[src/pkg/wanc_pkg.sv]
package wanc_pkg;

  // timing
  localparam int unsigned CLK_HZ = 200_000_000;
  localparam int unsigned HOLD_TIME_S = 5;
  localparam int unsigned HOLD_CYCLES = HOLD_TIME_S * CLK_HZ;

  // widths
  localparam int TEMP_W = 16;
  localparam int CODE_W = 16;
  localparam int STATION_W = 8;
  localparam int ALERT_CHANNELS = 4;
  localparam int NUM_ALARMS = 11;

  // alarm bit positions
  localparam int ALM_OVER = 0;
  localparam int ALM_UNDER = 1;
  localparam int ALM_LOOP = 2;
  localparam int ALM_ALERT0 = 3;
  localparam int ALM_PROC_HI = 7;
  localparam int ALM_PROC_LO = 8;
  localparam int ALM_RATE_UP = 9;
  localparam int ALM_RATE_DN = 10;

  // codes and reset values
  localparam logic [CODE_W-1:0] STATION_CHANGE_CODE = 16'h0940;
  localparam logic [CODE_W-1:0] CODE_NONE = 16'h0000;
  localparam logic [NUM_ALARMS-1:0] ALARMS_NONE = 11'h000;
  localparam logic [STATION_W-1:0] STATION_NONE = 8'h00;

  typedef struct packed {
    logic signed [TEMP_W-1:0] lo;
    logic signed [TEMP_W-1:0] hi;
  } wanc_band_t;

  typedef struct packed {
    logic signed [TEMP_W-1:0] delta;
    logic [TEMP_W-2:0] limit;
  } wanc_rate_t;

  typedef enum logic [1:0] {
    HOLD_IDLE = 2'b00,
    HOLD_ACTIVE = 2'b01,
    HOLD_WAIT = 2'b11
  } wanc_hold_state_t;

endpackage

[src/rtl/wanc_top.sv]
`timescale 1ns/100ps
`default_nettype none
module wanc_top #(
  parameter int unsigned HOLD_CYCLES = wanc_pkg::HOLD_CYCLES,
  parameter logic [15:0] ALARM_CODE_BASE = 16'h0100 // arbitrary base for alarm codes
) (
  input wire logic core_clk_i,
  input wire logic rst_n_i,
  input wire logic signed [wanc_pkg::TEMP_W-1:0] measured_temperature_i,
  input wire wanc_pkg::wanc_band_t input_range_i,
  input wire wanc_pkg::wanc_band_t process_limits_i,
  input wire wanc_pkg::wanc_band_t [wanc_pkg::ALERT_CHANNELS-1:0] alert_band_i,
  input wire wanc_pkg::wanc_rate_t rate_i,
  input wire logic loop_break_cause_i,
  input wire logic minor_cause_i,
  input wire logic [wanc_pkg::CODE_W-1:0] minor_code_i,
  input wire logic major_error_i,
  input wire logic error_clear_req_i,
  input wire logic [wanc_pkg::STATION_W-1:0] station_switch_i,
  output logic warning_flag_input_o,
  output logic [wanc_pkg::CODE_W-1:0] latest_warning_code_word_o,
  output logic error_flag_input_o,
  output logic fault_indicator_o,
  output logic [wanc_pkg::NUM_ALARMS-1:0] alarm_o
);
  import wanc_pkg::*;

  logic rst_meta, rst_n;
  logic [STATION_W-1:0] sta_meta, sta_sync, sta_ref, next_sta_ref;
  logic ref_valid, next_ref_valid;
  logic station_changed, station_q, minor_q, next_station_q, next_minor_q;
  logic station_rise, minor_rise, warn_cause;
  logic [NUM_ALARMS-1:0] cond, alarm_rise;
  logic [NUM_ALARMS-1:0] next_alarm;
  logic [CODE_W-1:0] next_code, alarm_code;
  logic next_warn_flag, next_err_flag, next_fault;
  logic warn_pending, warn_expire;
  logic signed [TEMP_W:0] rate_lim;

  // reset release through two flops, assertion stays asynchronous
  always_ff @(posedge core_clk_i or negedge rst_n_i) begin
    if (!rst_n_i) begin
      rst_meta <= 1'b0;
      rst_n <= 1'b0;
    end else begin
      rst_meta <= 1'b1;
      rst_n <= rst_meta;
    end
  end

  // station selector is a pin, so two flops; no reset keeps it valid at release
  always_ff @(posedge core_clk_i) begin
    sta_meta <= station_switch_i;
    sta_sync <= sta_meta;
  end

  // reference station number caught once, right after reset release
  // a selector moved while in reset becomes the new reference, not a warning
  always_comb begin
    next_ref_valid = 1'b1;
    next_sta_ref = ref_valid ? sta_ref : sta_sync;
  end

  always_ff @(posedge core_clk_i or negedge rst_n) begin
    if (!rst_n) begin
      ref_valid <= 1'b0;
      sta_ref <= STATION_NONE;
    end else begin
      ref_valid <= next_ref_valid;
      sta_ref <= next_sta_ref;
    end
  end

  // a changed selector stays a cause until it is set back
  assign station_changed = ref_valid && (sta_sync != sta_ref);

  // alarm conditions from the temperature, its limits, the rate input and the loop break cause
  assign rate_lim = $signed({2'b00, rate_i.limit});
  always_comb begin
    cond = ALARMS_NONE;
    cond[ALM_OVER] = measured_temperature_i > input_range_i.hi;
    cond[ALM_UNDER] = measured_temperature_i < input_range_i.lo;
    cond[ALM_LOOP] = loop_break_cause_i;
    for (int i = 0; i < ALERT_CHANNELS; i++) begin
      cond[ALM_ALERT0 + i] = (measured_temperature_i > alert_band_i[i].hi) ||
                             (measured_temperature_i < alert_band_i[i].lo);
    end
    cond[ALM_PROC_HI] = measured_temperature_i > process_limits_i.hi;
    cond[ALM_PROC_LO] = measured_temperature_i < process_limits_i.lo;
    cond[ALM_RATE_UP] = TEMP_W'(rate_i.delta) > rate_lim;
    cond[ALM_RATE_DN] = TEMP_W'(rate_i.delta) < -rate_lim;
  end

  // alarms follow their condition, so they clear by themselves
  assign next_alarm = cond;
  assign alarm_rise = cond & ~alarm_o;

  // lowest alarm index wins when several appear together
  always_comb begin
    alarm_code = CODE_NONE;
    for (int i = NUM_ALARMS - 1; i >= 0; i--) begin
      if (alarm_rise[i]) begin
        alarm_code = ALARM_CODE_BASE + CODE_W'(i);
      end
    end
  end

  // warning causes and their rising edges
  assign warn_cause = minor_cause_i | station_changed;
  assign station_rise = station_changed & ~station_q;
  assign minor_rise = minor_cause_i & ~minor_q;

  wanc_hold_timer #(
    .HOLD_CYCLES(HOLD_CYCLES)
  ) u_hold (
    .clk_i(core_clk_i),
    .rst_n_i(rst_n),
    .cause_i(warn_cause),
    .pending_o(warn_pending),
    .expire_o(warn_expire)
  );

  // notification next values; a new occurrence beats a clear in the same cycle
  always_comb begin
    next_station_q = station_changed;
    next_minor_q = minor_cause_i;
    next_code = latest_warning_code_word_o;
    if (station_rise) begin
      next_code = STATION_CHANGE_CODE;
    end else if (minor_rise) begin
      next_code = minor_code_i;
    end else if (|alarm_rise) begin
      next_code = alarm_code;
    end else if (warn_expire) begin
      next_code = CODE_NONE;
    end
    // flag covers warnings in their delay and live alarms
    next_warn_flag = warn_pending | warn_cause | (|cond);
    next_err_flag = major_error_i | (error_flag_input_o & ~error_clear_req_i);
    // led stays lit through the delay and while an error is flagged, dark once both end
    next_fault = warn_pending | warn_cause | next_err_flag;
  end

  always_ff @(posedge core_clk_i or negedge rst_n) begin
    if (!rst_n) begin
      station_q <= 1'b0;
      minor_q <= 1'b0;
      alarm_o <= ALARMS_NONE;
      latest_warning_code_word_o <= CODE_NONE;
      warning_flag_input_o <= 1'b0;
      error_flag_input_o <= 1'b0;
      fault_indicator_o <= 1'b0;
    end else begin
      station_q <= next_station_q;
      minor_q <= next_minor_q;
      alarm_o <= next_alarm;
      latest_warning_code_word_o <= next_code;
      warning_flag_input_o <= next_warn_flag;
      error_flag_input_o <= next_err_flag;
      fault_indicator_o <= next_fault;
    end
  end
endmodule
`default_nettype wire

[src/rtl/wanc_hold_timer.sv]
`timescale 1ns/100ps
`default_nettype none
module wanc_hold_timer #(
  parameter int unsigned HOLD_CYCLES = wanc_pkg::HOLD_CYCLES
) (
  input wire logic clk_i,
  input wire logic rst_n_i,
  input wire logic cause_i,
  output logic pending_o,
  output logic expire_o
);
  import wanc_pkg::*;

  localparam int CNT_W = $clog2(HOLD_CYCLES + 1);
  localparam logic [CNT_W-1:0] CNT_LAST = CNT_W'(HOLD_CYCLES - 1);

  wanc_hold_state_t state, next_state;
  logic [CNT_W-1:0] cnt, next_cnt;
  logic next_pending, next_expire;

  // delay starts at the falling cause and restarts if it comes back
  always_comb begin
    next_state = state;
    next_cnt = cnt;
    next_expire = 1'b0;
    case (state)
      HOLD_IDLE: begin
        if (cause_i) begin
          next_state = HOLD_ACTIVE;
        end
      end
      HOLD_ACTIVE: begin
        if (!cause_i) begin
          next_state = HOLD_WAIT;
          next_cnt = '0;
        end
      end
      HOLD_WAIT: begin
        if (cause_i) begin
          next_state = HOLD_ACTIVE;
        end else if (cnt == CNT_LAST) begin
          next_state = HOLD_IDLE;
          next_expire = 1'b1;
        end else begin
          next_cnt = cnt + 1'b1;
        end
      end
      default: begin
        next_state = HOLD_IDLE;
      end
    endcase
    next_pending = (next_state != HOLD_IDLE);
  end

  always_ff @(posedge clk_i or negedge rst_n_i) begin
    if (!rst_n_i) begin
      state <= HOLD_IDLE;
      cnt <= '0;
      pending_o <= 1'b0;
      expire_o <= 1'b0;
    end else begin
      state <= next_state;
      cnt <= next_cnt;
      pending_o <= next_pending;
      expire_o <= next_expire;
    end
  end
endmodule
`default_nettype wire

[config.mk]
export PLATFORM = sky130hd
export DESIGN_NAME = wanc_top
export DESIGN_NICKNAME = d
export VERILOG_FILES = /design/src/pkg/wanc_pkg.sv /design/src/rtl/wanc_top.sv /design/src/rtl/wanc_hold_timer.sv
export SDC_FILE = /design/constraint.sdc
export NUM_CORES = 1
export LEC_CHECK = 0
export CORE_UTILIZATION = 40
export CTS_CLUSTER_SIZE = 40
export DETAILED_ROUTE_END_ITERATION = 6
export DONT_BUFFER_PORTS = 1
export GPL_ROUTABILITY_DRIVEN = 0
export GPL_TIMING_DRIVEN = 0
export PLACE_DENSITY_LB_ADDON = 0.2
export REMOVE_ABC_BUFFERS = 1
export SLEW_MARGIN = 40
export SYNTH_ARGS = -nofsm -noshare
export SYNTH_HDL_FRONTEND = slang
export SYNTH_SLANG_ARGS = --single-unit
[constraint.sdc]
create_clock -name core_clk_i -period 4.9 [get_ports core_clk_i]
set_clock_uncertainty 0.2 [all_clocks]
set_input_delay 0.245 -clock core_clk_i [delete_from_list [all_inputs] [get_ports core_clk_i]]
set_output_delay 0.245 -clock core_clk_i [all_outputs]
set_load 0.01 [all_outputs]
==> metrics.txt, run 1 <==
status finished, final reports clean; total routed wirelength 27,600 um; # port buffers 0; VDD IR-drop max 0.000250 V; Clk pwr share 31.3%; mean number of vias per cell 5.43; Most used DFF post-synth dfrtp_1; Yosys Warn Count 0; Chip Height 157 um; HP Class reg2async; worst-skew pair later-pin latency 0.34 ns; GRT overflow 0; part of the power in combinational logic 28.5%; R2R depth 7; Worst Path Buf+Inv 1; layout cells sized above 1 4.86%; fin cells 1,496; Boundary Pins 299; all-layer global routing usage 22.0%; Clock Sinks 93; Seq/Total Area, Yosys 23.3%; via count 8,120; Cell Chain, Critical Path inv_1 > ha_1 > nand2_1 > or4_1 > nor3_1 > xnor2_1 > ha_1 > o21ai_0 > nor2_1 > nor2_1 > o2111ai_1 > a2111oi_0 > o21bai_1 > nand2_1 > nor3_4 > a221o_1; post-synthesis register bit count 93; top cells by area, synth ha_1 28%, dfrtp_1 20%, inv_1 8.6%; top cell type's share of synthesized area 28.4%; Clock Root Buffer clkbuf_16; Setup crit end kind register; htree depth 3; Die X 157 um; area grow syn2layout 10.6%; EDFF count, synth 0; Total Die Area 24,700 um^2; Fillers 2,339; Reg2Reg Launch Point sta_ref[0]; WS Path Type in2reg; Max-Slew Margin vs Limit 48.5%; Sw Ratio 32.0%; endpoints failing setup 0; PD cells 201 nW/um^2; final net count 1,657; minimum clock period 3.80 ns; RSZ-0062 raised after global routing no; Switch Pwr 0.684 mW; TritonCTS clock tree built; Post-synth top cells 222 x inv_1, 219 x ha_1, 77 x dfrtp_1; crit-path max FO 15; Pre-antenna DRT Iters 5; Clock transition at path regs 0.07 ns; Syn Inst Count 1,131; TritonCTS Buffers 9; R2R Path End latest_warning_code_word_o[0]; Final period util 77.5%; post-route ant nets 0; Sequential Power Share 40.2%; leakage 5.52 nW; drt wl/cell 18.5 um; FFs w/ async S/R, synth 82.8%; top-count cell post-synth inv_1; Initial Util 40.9%; Critical Path Source Type primary input; number of distinct library cells after synthesis 90; Worst setup startpoint rate_i[1]; Setup TNS 0 ns; worst path required time 4.92 ns; Slew @ Worst Pin 0.768 ns; detailed placement HPWL 22,500 um; Bufs on Longest Clock Path 2; DRC violations left 0; internal power 1.46 mW; vias in the first global route 8,053; Crit path arrival time 3.82 ns; fmax 0.263 GHz; initial antenna violation count 3; first-pass GRT wire length 41,500 um; syn_area_per_cell 8.52 um^2; Final Slew Violations 0; Util after Layout 45.3%; Yosys top cell by area ha_1; Final Hold Viols 0; max cap viols 0; CP max stage delay 0.51 ns; R2R setup slack 1.96 ns; drt first-iter violations 316; pin count of the biggest net entering global routing 29; Site Rows 56; Post-Syn Area 9640 um^2; hold_buf cts 30; Core ar. 23,500 um^2; CP max stage cell a2111oi_0; delay-heaviest family, CP simple AND/OR/NAND/NOR gates; Post-CTS Setup Inserts 0; PostCTS Resize Cnt 0; Placed Cells 1,447
## power groups by stage
| stage | clock network (mW) | logic (mW) | registers [mW] |
|---|---|---|---|
| after detailed placement | 0 | 0.592 | 0.878 |
| after floorplan | 0 | 0.453 | 0.867 |
| after global placement | 0 | 0.563 | 0.886 |
| final | 0.670 | 0.610 | 0.861 |
| after global routing | 0.722 | 0.706 | 0.868 |
| after CTS | 0.691 | 0.615 | 0.863 |
## how the worst max path moves through the flow
stage | slack (ns) | to | cells after the start
floorplan | 1.39 | latest_warning_code_word_o[1] | 16
CTS | 1.04 | latest_warning_code_word_o[0] | 16
global placement | 0.73 | latest_warning_code_word_o[0] | 16
finish | 1.10 | latest_warning_code_word_o[0] | 16
detailed placement | 0.70 | latest_warning_code_word_o[0] | 16
global route | 0.77 | latest_warning_code_word_o[0] | 16
## placed cells by master, fill, tap and decap left out, drive strengths merged, types with 4 or more instances in the layout
master       instances
inv                227
ha                 219
dfrtp               77
nor2                69
a21oi               66
nand2               52
nand4               48
o21ai               37
dlygate4sd3         30
nor3                27
xor2                24
xnor2               22
nand3               18
a21o                18
dfxtp               16
a211oi              15
nor2b               14
nand2b              13
a31oi               10
clkbuf              10
and3                 9
a22o                 9
mux2                 9
nor4                 8
o211ai               8
and2                 8
o31ai                7
o21a                 6
or4                  6
or3                  6
a221o                5
nor3b                5
or2                  5
o2bb2ai              4
and4                 4
a2111oi              4
## stage by stage
step	cell area (um^2)	hold WS (ns)	setup WS, ns	power (mW)
2_1_floorplan	9600	-0.251	1.39	1.32
3_3_place_gp	10000	-0.250	0.728	1.45
3_5_place_dp	10100	-0.250	0.697	1.47
4_1_cts	10700	0.0176	1.04	2.17
5_1_grt	10700	0.0317	0.768	2.30
6_report	10700	0.0260	1.10	2.14
## flip-flops by register name, summed over array words and instances, names as in the netlist
register and count:
minor_q 1, alarm_o 11, u_hold.cnt 30, u_hold.expire_o 1, warning_flag_input_o 1, error_flag_input_o 1
rst_meta 1, rst_n 1, sta_ref 8, u_hold.pending_o 1, ref_valid 1, fault_indicator_o 1
u_hold.state 2, sta_sync 8, latest_warning_code_word_o 16, station_q 1, sta_meta 8
## layer usage
| metal | vias to the layer above | share of wire (%) | track usage (%) |
|---|---|---|---|
| met3 | 48 | 6.3 | 4.32 |
| met5 | - | 0 | 0 |
| li1 | 4068 | - | - |
| met4 | 0 | 3.6 | 9.66 |
| met1 | 3754 | 41 | 24.9 |
| met2 | 250 | 49 | 40.0 |
## cell type report
cell class | instances | area [um^2] | area share (%)
multi-input combinational | 810 | 6530 | 61.2
sequential | 93 | 2250 | 21.1
inverter | 222 | 833 | 7.82
tap | 319 | 399 | 3.74
timing repair buffer | 33 | 355 | 3.33
clock buffer | 10 | 239 | 2.24
clock inverter | 6 | 48.8 | 0.458
antenna | 3 | 7.51 | 0.0704
## logic make-up (layout without fill, tap and decap cells)
kind of cell	after synthesis	after routing	synth area share [%]
compound gates	223	223	15.9
xor+xnor	46	46	4.18
fa+ha+maj	219	219	28.4
buf+inv	229	271	9.11
flops	93	93	23.3
mux	12	12	1.40
other cells	1	5	0.0389
simple gates	308	308	17.6
## worst reg2reg max path, cell delays in order, from the launching register on
cell and delay (ns):
dfrtp_1 0.38, xor2_1 0.17, nor4_1 0.27, a21boi_1 0.19, nor2b_1 0.28, or3_2 0.52
nor3_4 0.60, a221o_1 0.27
Power figures use the tool's default switching activity.
==> run 2: changes to the inputs <==
--- a/config.mk
+++ b/config.mk
@@ -5,6 +5,7 @@
 export SDC_FILE = /design/constraint.sdc
 export NUM_CORES = 1
 export LEC_CHECK = 0
+export ABC_AREA = 1
 export CORE_UTILIZATION = 40
 export CTS_CLUSTER_SIZE = 40
 export DETAILED_ROUTE_END_ITERATION = 6
==> constraint.sdc (replaced) <==
create_clock -name core_clk_i -period 3.73 [get_ports core_clk_i]
set_clock_uncertainty 0.2 [all_clocks]
set_input_delay 0.1865 -clock core_clk_i [delete_from_list [all_inputs] [get_ports core_clk_i]]
set_output_delay 0.1865 -clock core_clk_i [all_outputs]
set_load 0.01 [all_outputs]
==> metrics.txt, run 2 <==
number of flip-flops under the largest register name 30; GRT overflow 0; fin cells 1,826; WS Path Type in2reg; Seq/Total Area, Yosys 21.5%; Post-synth top cells 311 x inv_1, 276 x nand2_1, 219 x ha_1; Total Die Area 26,700 um^2; Clock Root Buffer clkbuf_16; FFs w/ async S/R, synth 82.8%; number of distinct library cells after synthesis 48; status finished, final reports clean; total routed wirelength 28,500 um; crit-path max FO 7; TritonCTS clock tree built; max cap viols 0; Yosys top cell by area ha_1; via count 9,106; pre-CTS setup slack -0.394 ns; leading cell types in the layout, fill and taps excluded 311 x inv_1, 275 x nand2_1, 218 x ha_1; worst path required time 3.82 ns; Clock Sinks 93; Final WS setup 0.317 ns; EDFF count, synth 0; vias in the first global route 8,888; Clock transition at path regs 0.07 ns; PD cells 252 nW/um^2; post-route ant nets 0; DRC violations left 0; final net count 1,977; mean number of vias per cell 4.99; post-synthesis register bit count 93; Final Slew Violations 0; layout cells sized above 1 8.23%; worst-skew pair later-pin latency 0.35 ns; top cell type's share of synthesized area 26.3%; TritonCTS Buffers 9; RSZ-0062 raised after global routing no; Regs by FF count u_hold.cnt (30), latest_warning_code_word_o (16), alarm_o (11); Most used DFF post-synth dfrtp_1; Initial Util 41.1%; Slew @ Worst Pin 0.605 ns; endpoints failing setup 0; Core ar. 25,400 um^2; fmax 0.293 GHz; Bufs on Longest Clock Path 2; Crit path arrival time 3.50 ns; first-pass GRT wire length 44,600 um; area grow syn2layout 11.0%; HP Class reg2async; Setup crit end kind register; Setup TNS 0 ns; top cells by area, synth ha_1 26%, dfrtp_1 18%, inv_1 11%; top-count cell post-synth inv_1; drt first-iter violations 438; Boundary Pins 299; Site Rows 58; Yosys Warn Count 0; VDD IR-drop max 0.000219 V; Placed Cells 1,769; Chip Height 164 um; drt wl/cell 15.6 um; syn_area_per_cell 7.22 um^2; initial antenna violation count 2; pin count of the biggest net entering global routing 34; Critical Path Source Type primary input; Fillers 2,612; most common cell after layout, fill and taps aside inv_1; detailed placement HPWL 23,700 um; all-layer global routing usage 21.2%; Final period util 91.5%; Post-Syn Area 10,400 um^2; leakage 6.47 nW; Max-Slew Margin vs Limit 59.6%; # port buffers 0; Final Hold Viols 0; minimum clock period 3.41 ns; Die X 164 um; Syn Inst Count 1,446; Pre-antenna DRT Iters 4; htree depth 3; largest reg by FF count u_hold.cnt
## run 2: changes by cell type after synthesis, sizes merged, moves of 12 or more
cell	before	now
a211oi	15	3
a21o	18	3
a21oi	66	105
inv	222	323
nand2	52	314
nand2b	13	0
nand3	18	80
nand4	48	29
nor2	69	87
nor2b	14	0
nor3	27	42
o21ai	37	51
xnor2	22	1
## run 2: per-layer routing
| layer | track usage (%) | part of all wire, % | vias to the layer above |
|---|---|---|---|
| met3 | 4.57 | 6.1 | 30 |
| met4 | 5.09 | 1.7 | 0 |
| met5 | 0 | 0 | - |
| met2 | 37.3 | 48 | 207 |
| li1 | - | - | 4778 |
| met1 | 26.1 | 44 | 4091 |
## run 2: final timing paths
| kind | startpoint | end | slack, ns | depth (start not counted) |
|---|---|---|---|---|
| max in group asynchronous | rst_n | alarm_o[7] | 2.63 | 2 |
| min reg2reg | rst_n | u_hold.cnt[3] | 0.02 | 0 |
| min in group core_clk_i | measured_temperature_i[15] | alarm_o[1] | 0.05 | 4 |
| min | rst_n | u_hold.cnt[3] | 0.02 | 0 |
| max reg2reg | u_hold.state[0] | u_hold.cnt[9] | 1.06 | 11 |
| max | rate_i[1] | latest_warning_code_word_o[2] | 0.32 | 24 |
## run 2: metrics by stage
stage	area [um^2]	utilization (%)	hold WS, ns	power (mW)
CTS	11500	45.2	0.0272	2.95
global route	11600	45.6	0.0454	3.15
finish	11600	45.6	0.0190	2.92
detailed placement	10800	42.7	-0.309	2.00
global placement	10800	42.5	-0.309	1.97
floorplan	10400	-	-0.309	1.81
## run 2: cell families (layout without fill, tap and decap cells)
family                   after synthesis  count (layout)  synth area share [%]
AND/OR/NAND/NOR                      576             576                  26.7
buffers and inverters                333             380                  12.2
AO/OA/AOI/OAI                        189             189                  10.2
other                                  1               4                0.0359
XOR/XNOR                              29              29                  2.43
adder cells (fa/ha/maj)              219             219                  26.3
multiplexers                           6               6                 0.648
flip-flops                            93              93                  21.5
## run 2: what timing repair did
item                                   CTS  global route
resized for setup                        0            12
hold buffers                            31             0
endpoints found under the hold margin   33             0
setup endpoints to repair                6            16
pin swaps                                1             9
setup buffers                            3             5
## run 2: power breakdown
part | leakage [nW] | internal, mW | switching (mW)
sequential | 1.11 | 1.06 | 0.0725
clock | 0.142 | 0.469 | 0.431
combinational | 5.22 | 0.374 | 0.510
total | 6.47 | 1.91 | 1.01
## run 2: cell type report
class	instances	area, um^2	share of cell area [%]
Timing Repair Buffer	41	435	3.76
Inverter	323	1210	10.5
Multi-Input combinational cell	1021	6970	60.2
Sequential cell	93	2250	19.4
Antenna cell	2	5.00	0.0432
Clock buffer	9	225	1.94
Clock inverter	7	66.3	0.573
Tap cell	330	413	3.57
## run 2: worst max-delay path, stage by stage
cell	delay, ns
inv_1	0.07
ha_2	0.21
nand3_2	0.12
nor2_4	0.14
nand2_2	0.09
nor3_4	0.23
nand4_1	0.17
nor2_2	0.19
nand3_2	0.11
xor2_1	0.16
ha_1	0.30
nand3_2	0.13
nor2_4	0.14
nand4_1	0.16
nand3_1	0.13
nand2_1	0.07
nand3b_1	0.11
o21ai_1	0.11
a21oi_4	0.16
nand3_4	0.12
nor2_8	0.14
buf_12	0.16
nand2_1	0.05
nand2_1	0.06
==> run 3: changes to the inputs <==
--- a/config.mk
+++ b/config.mk
@@ -6,6 +6,7 @@
 export NUM_CORES = 1
 export LEC_CHECK = 0
 export ABC_AREA = 1
+export CORE_MARGIN = 2
 export CORE_UTILIZATION = 40
 export CTS_CLUSTER_SIZE = 40
 export DETAILED_ROUTE_END_ITERATION = 6
==> metrics.txt, run 3 (synthesis gave the netlist of run 2 again) <==
CP max stage cell ha_1; Setup crit end kind register; DRC violations left 0; WS Path Type in2reg; Chip Height 166 um; initial antenna violation count 1; Clock Sinks 93; via count 9,185; total routed wirelength 28,800 um; Setup TNS 0 ns; fmax 0.299 GHz; PD cells 255 nW/um^2; largest reg by FF count u_hold.cnt; Final Slew Violations 0; worst-skew pair later-pin latency 0.35 ns; Slew @ Worst Pin 0.630 ns; drt wl/cell 15.7 um; detailed placement HPWL 23,700 um; all-layer global routing usage 20.9%; Bufs on Longest Clock Path 2; Core ar. 25,800 um^2; Clock Root Buffer clkbuf_16; Initial Util 40.4%; post-route ant nets 0; GRT overflow 0; max cap viols 0; Final period util 89.6%; mean number of vias per cell 5.02; Worst Path Buf+Inv 2; Die X 166 um; drt first-iter violations 416; minimum clock period 3.34 ns; CP max stage delay 0.30 ns; crit-path max FO 7; RSZ-0062 raised after global routing no; final net count 1,978; Pre-antenna DRT Iters 5; Clock transition at path regs 0.07 ns; htree depth 3; delay-heaviest family, CP simple AND/OR/NAND/NOR gates; HP Class in2reg; most common cell after layout, fill and taps aside inv_1; Critical Path Source Type primary input; TritonCTS clock tree built; first-pass GRT wire length 44,500 um; status finished, final reports clean; post-route cell area 11,600 um^2; Crit path arrival time 3.43 ns; vias in the first global route 9,071; worst path required time 3.82 ns; TritonCTS Buffers 9; layout cells sized above 1 8.09%; leading cell types in the layout, fill and taps excluded 311 x inv_1, 275 x nand2_1, 219 x ha_1; pin count of the biggest net entering global routing 41; Regs by FF count u_hold.cnt (30), latest_warning_code_word_o (16), alarm_o (11); worst hold slack 0.0483 ns; endpoints failing setup 0; area post-placement 10,800 um^2; Boundary Pins 299; Final Hold Viols 0; Max-Slew Margin vs Limit 57.9%; VDD IR-drop max 0.000257 V; Total Die Area 27,400 um^2; Site Rows 59; # port buffers 0; number of flip-flops under the largest register name 30; area grow syn2layout 10.8%; Cell Chain, Critical Path inv_1 > ha_1 > nand3_2 > nor2_2 > nand2_2 > nor3_4 > nand4_1 > nor2_2 > nand3_1 > xor2_1 > ha_1 > nand3_2 > nor2_4 > nand4_1 > nand3_1 > nand2_1 > nand3b_1 > o21ai_1 > a21oi_4 > nand3_4 > nor2_8 > buf_4 > nand2_4 > nand2_2; leakage 6.48 nW
==> run 3: cell types whose count changed in the layout (fill, tap and decap cells not counted), sizes merged <==
cell	delta
clkbuf	+2
clkinvlp	-1
diode	-1
nor2	+1
clkinv	-1
==> run 3: worst reg2reg max path: cells and delay by family, from the launching register on <==
family | cells | cell delay, ns
AOI/OAI and AO/OA | 1 | 0.07
adders and majority gates | 1 | 0.28
buffers and inverters | 2 | 0.23
DFF | 1 | 0.41
and+or+nand+nor | 10 | 1.40
==> run 3: cell type report <==
cell class	count	area [um^2]
Antenna cell	1	2.50
Clock buffer	11	264
Clock inverter	5	35.0
Fill cell	2671	14300
Inverter	323	1210
Multi-Input combinational cell	1022	6970
Sequential cell	93	2250
Tap cell	335	419
Timing Repair Buffer	41	410
==> run 3: repair_timing <==
| item | in CTS | in global routing |
|---|---|---|
| hold buffers | 31 | 0 |
| buffers inserted | 0 | 9 |
| hold endpoints to repair | 33 | 0 |
| endpoints found under the setup margin | 0 | 16 |
| gates resized for setup | 0 | 8 |
==> run 3: per-layer routing <==
metal / part of all wire [%] / routed length, um / vias up / track usage [%]
li1: - / - / 4767 / -
met1: 44 / 12600 / 4165 / 25.7
met2: 48 / 14000 / 214 / 37.0
met3: 5.4 / 1560 / 39 / 3.50
met4: 2.4 / 680 / 0 / 6.47
met5: 0 / 0 / - / 0
==> run 3: metrics by stage <==
stage	instances	utilization [%]	power, mW	setup WS (ns)
2_1_floorplan	1437	-	1.81	0.231
3_3_place_gp	1772	41.8	1.98	-0.285
3_5_place_dp	1773	41.9	2.01	-0.321
4_1_cts	1820	44.3	2.97	0.0313
5_1_grt	1831	44.8	3.18	0.0231
6_report	1831	44.8	2.95	0.389
==> run 3: worst paths after layout <==
kind,startpoint,end,slack (ns),cells after the start
worst max register to register,u_hold.cnt[0],u_hold.cnt[9],1.07,14
worst max-delay path,rate_i[1],latest_warning_code_word_o[7],0.39,24
min in group asynchronous,rst_n,fault_indicator_o,0.10,0
worst min register to register,rst_n,fault_indicator_o,0.10,0
worst min-delay path,rate_i[30],alarm_o[10],0.05,4
max in group asynchronous,rst_n,u_hold.cnt[18],2.65,1
==> run 3: power breakdown <==
part / switching, mW / internal (mW)
registers: 0.0757 / 1.06
logic: 0.514 / 0.372
clock network: 0.413 / 0.516
total: 1.00 / 1.95
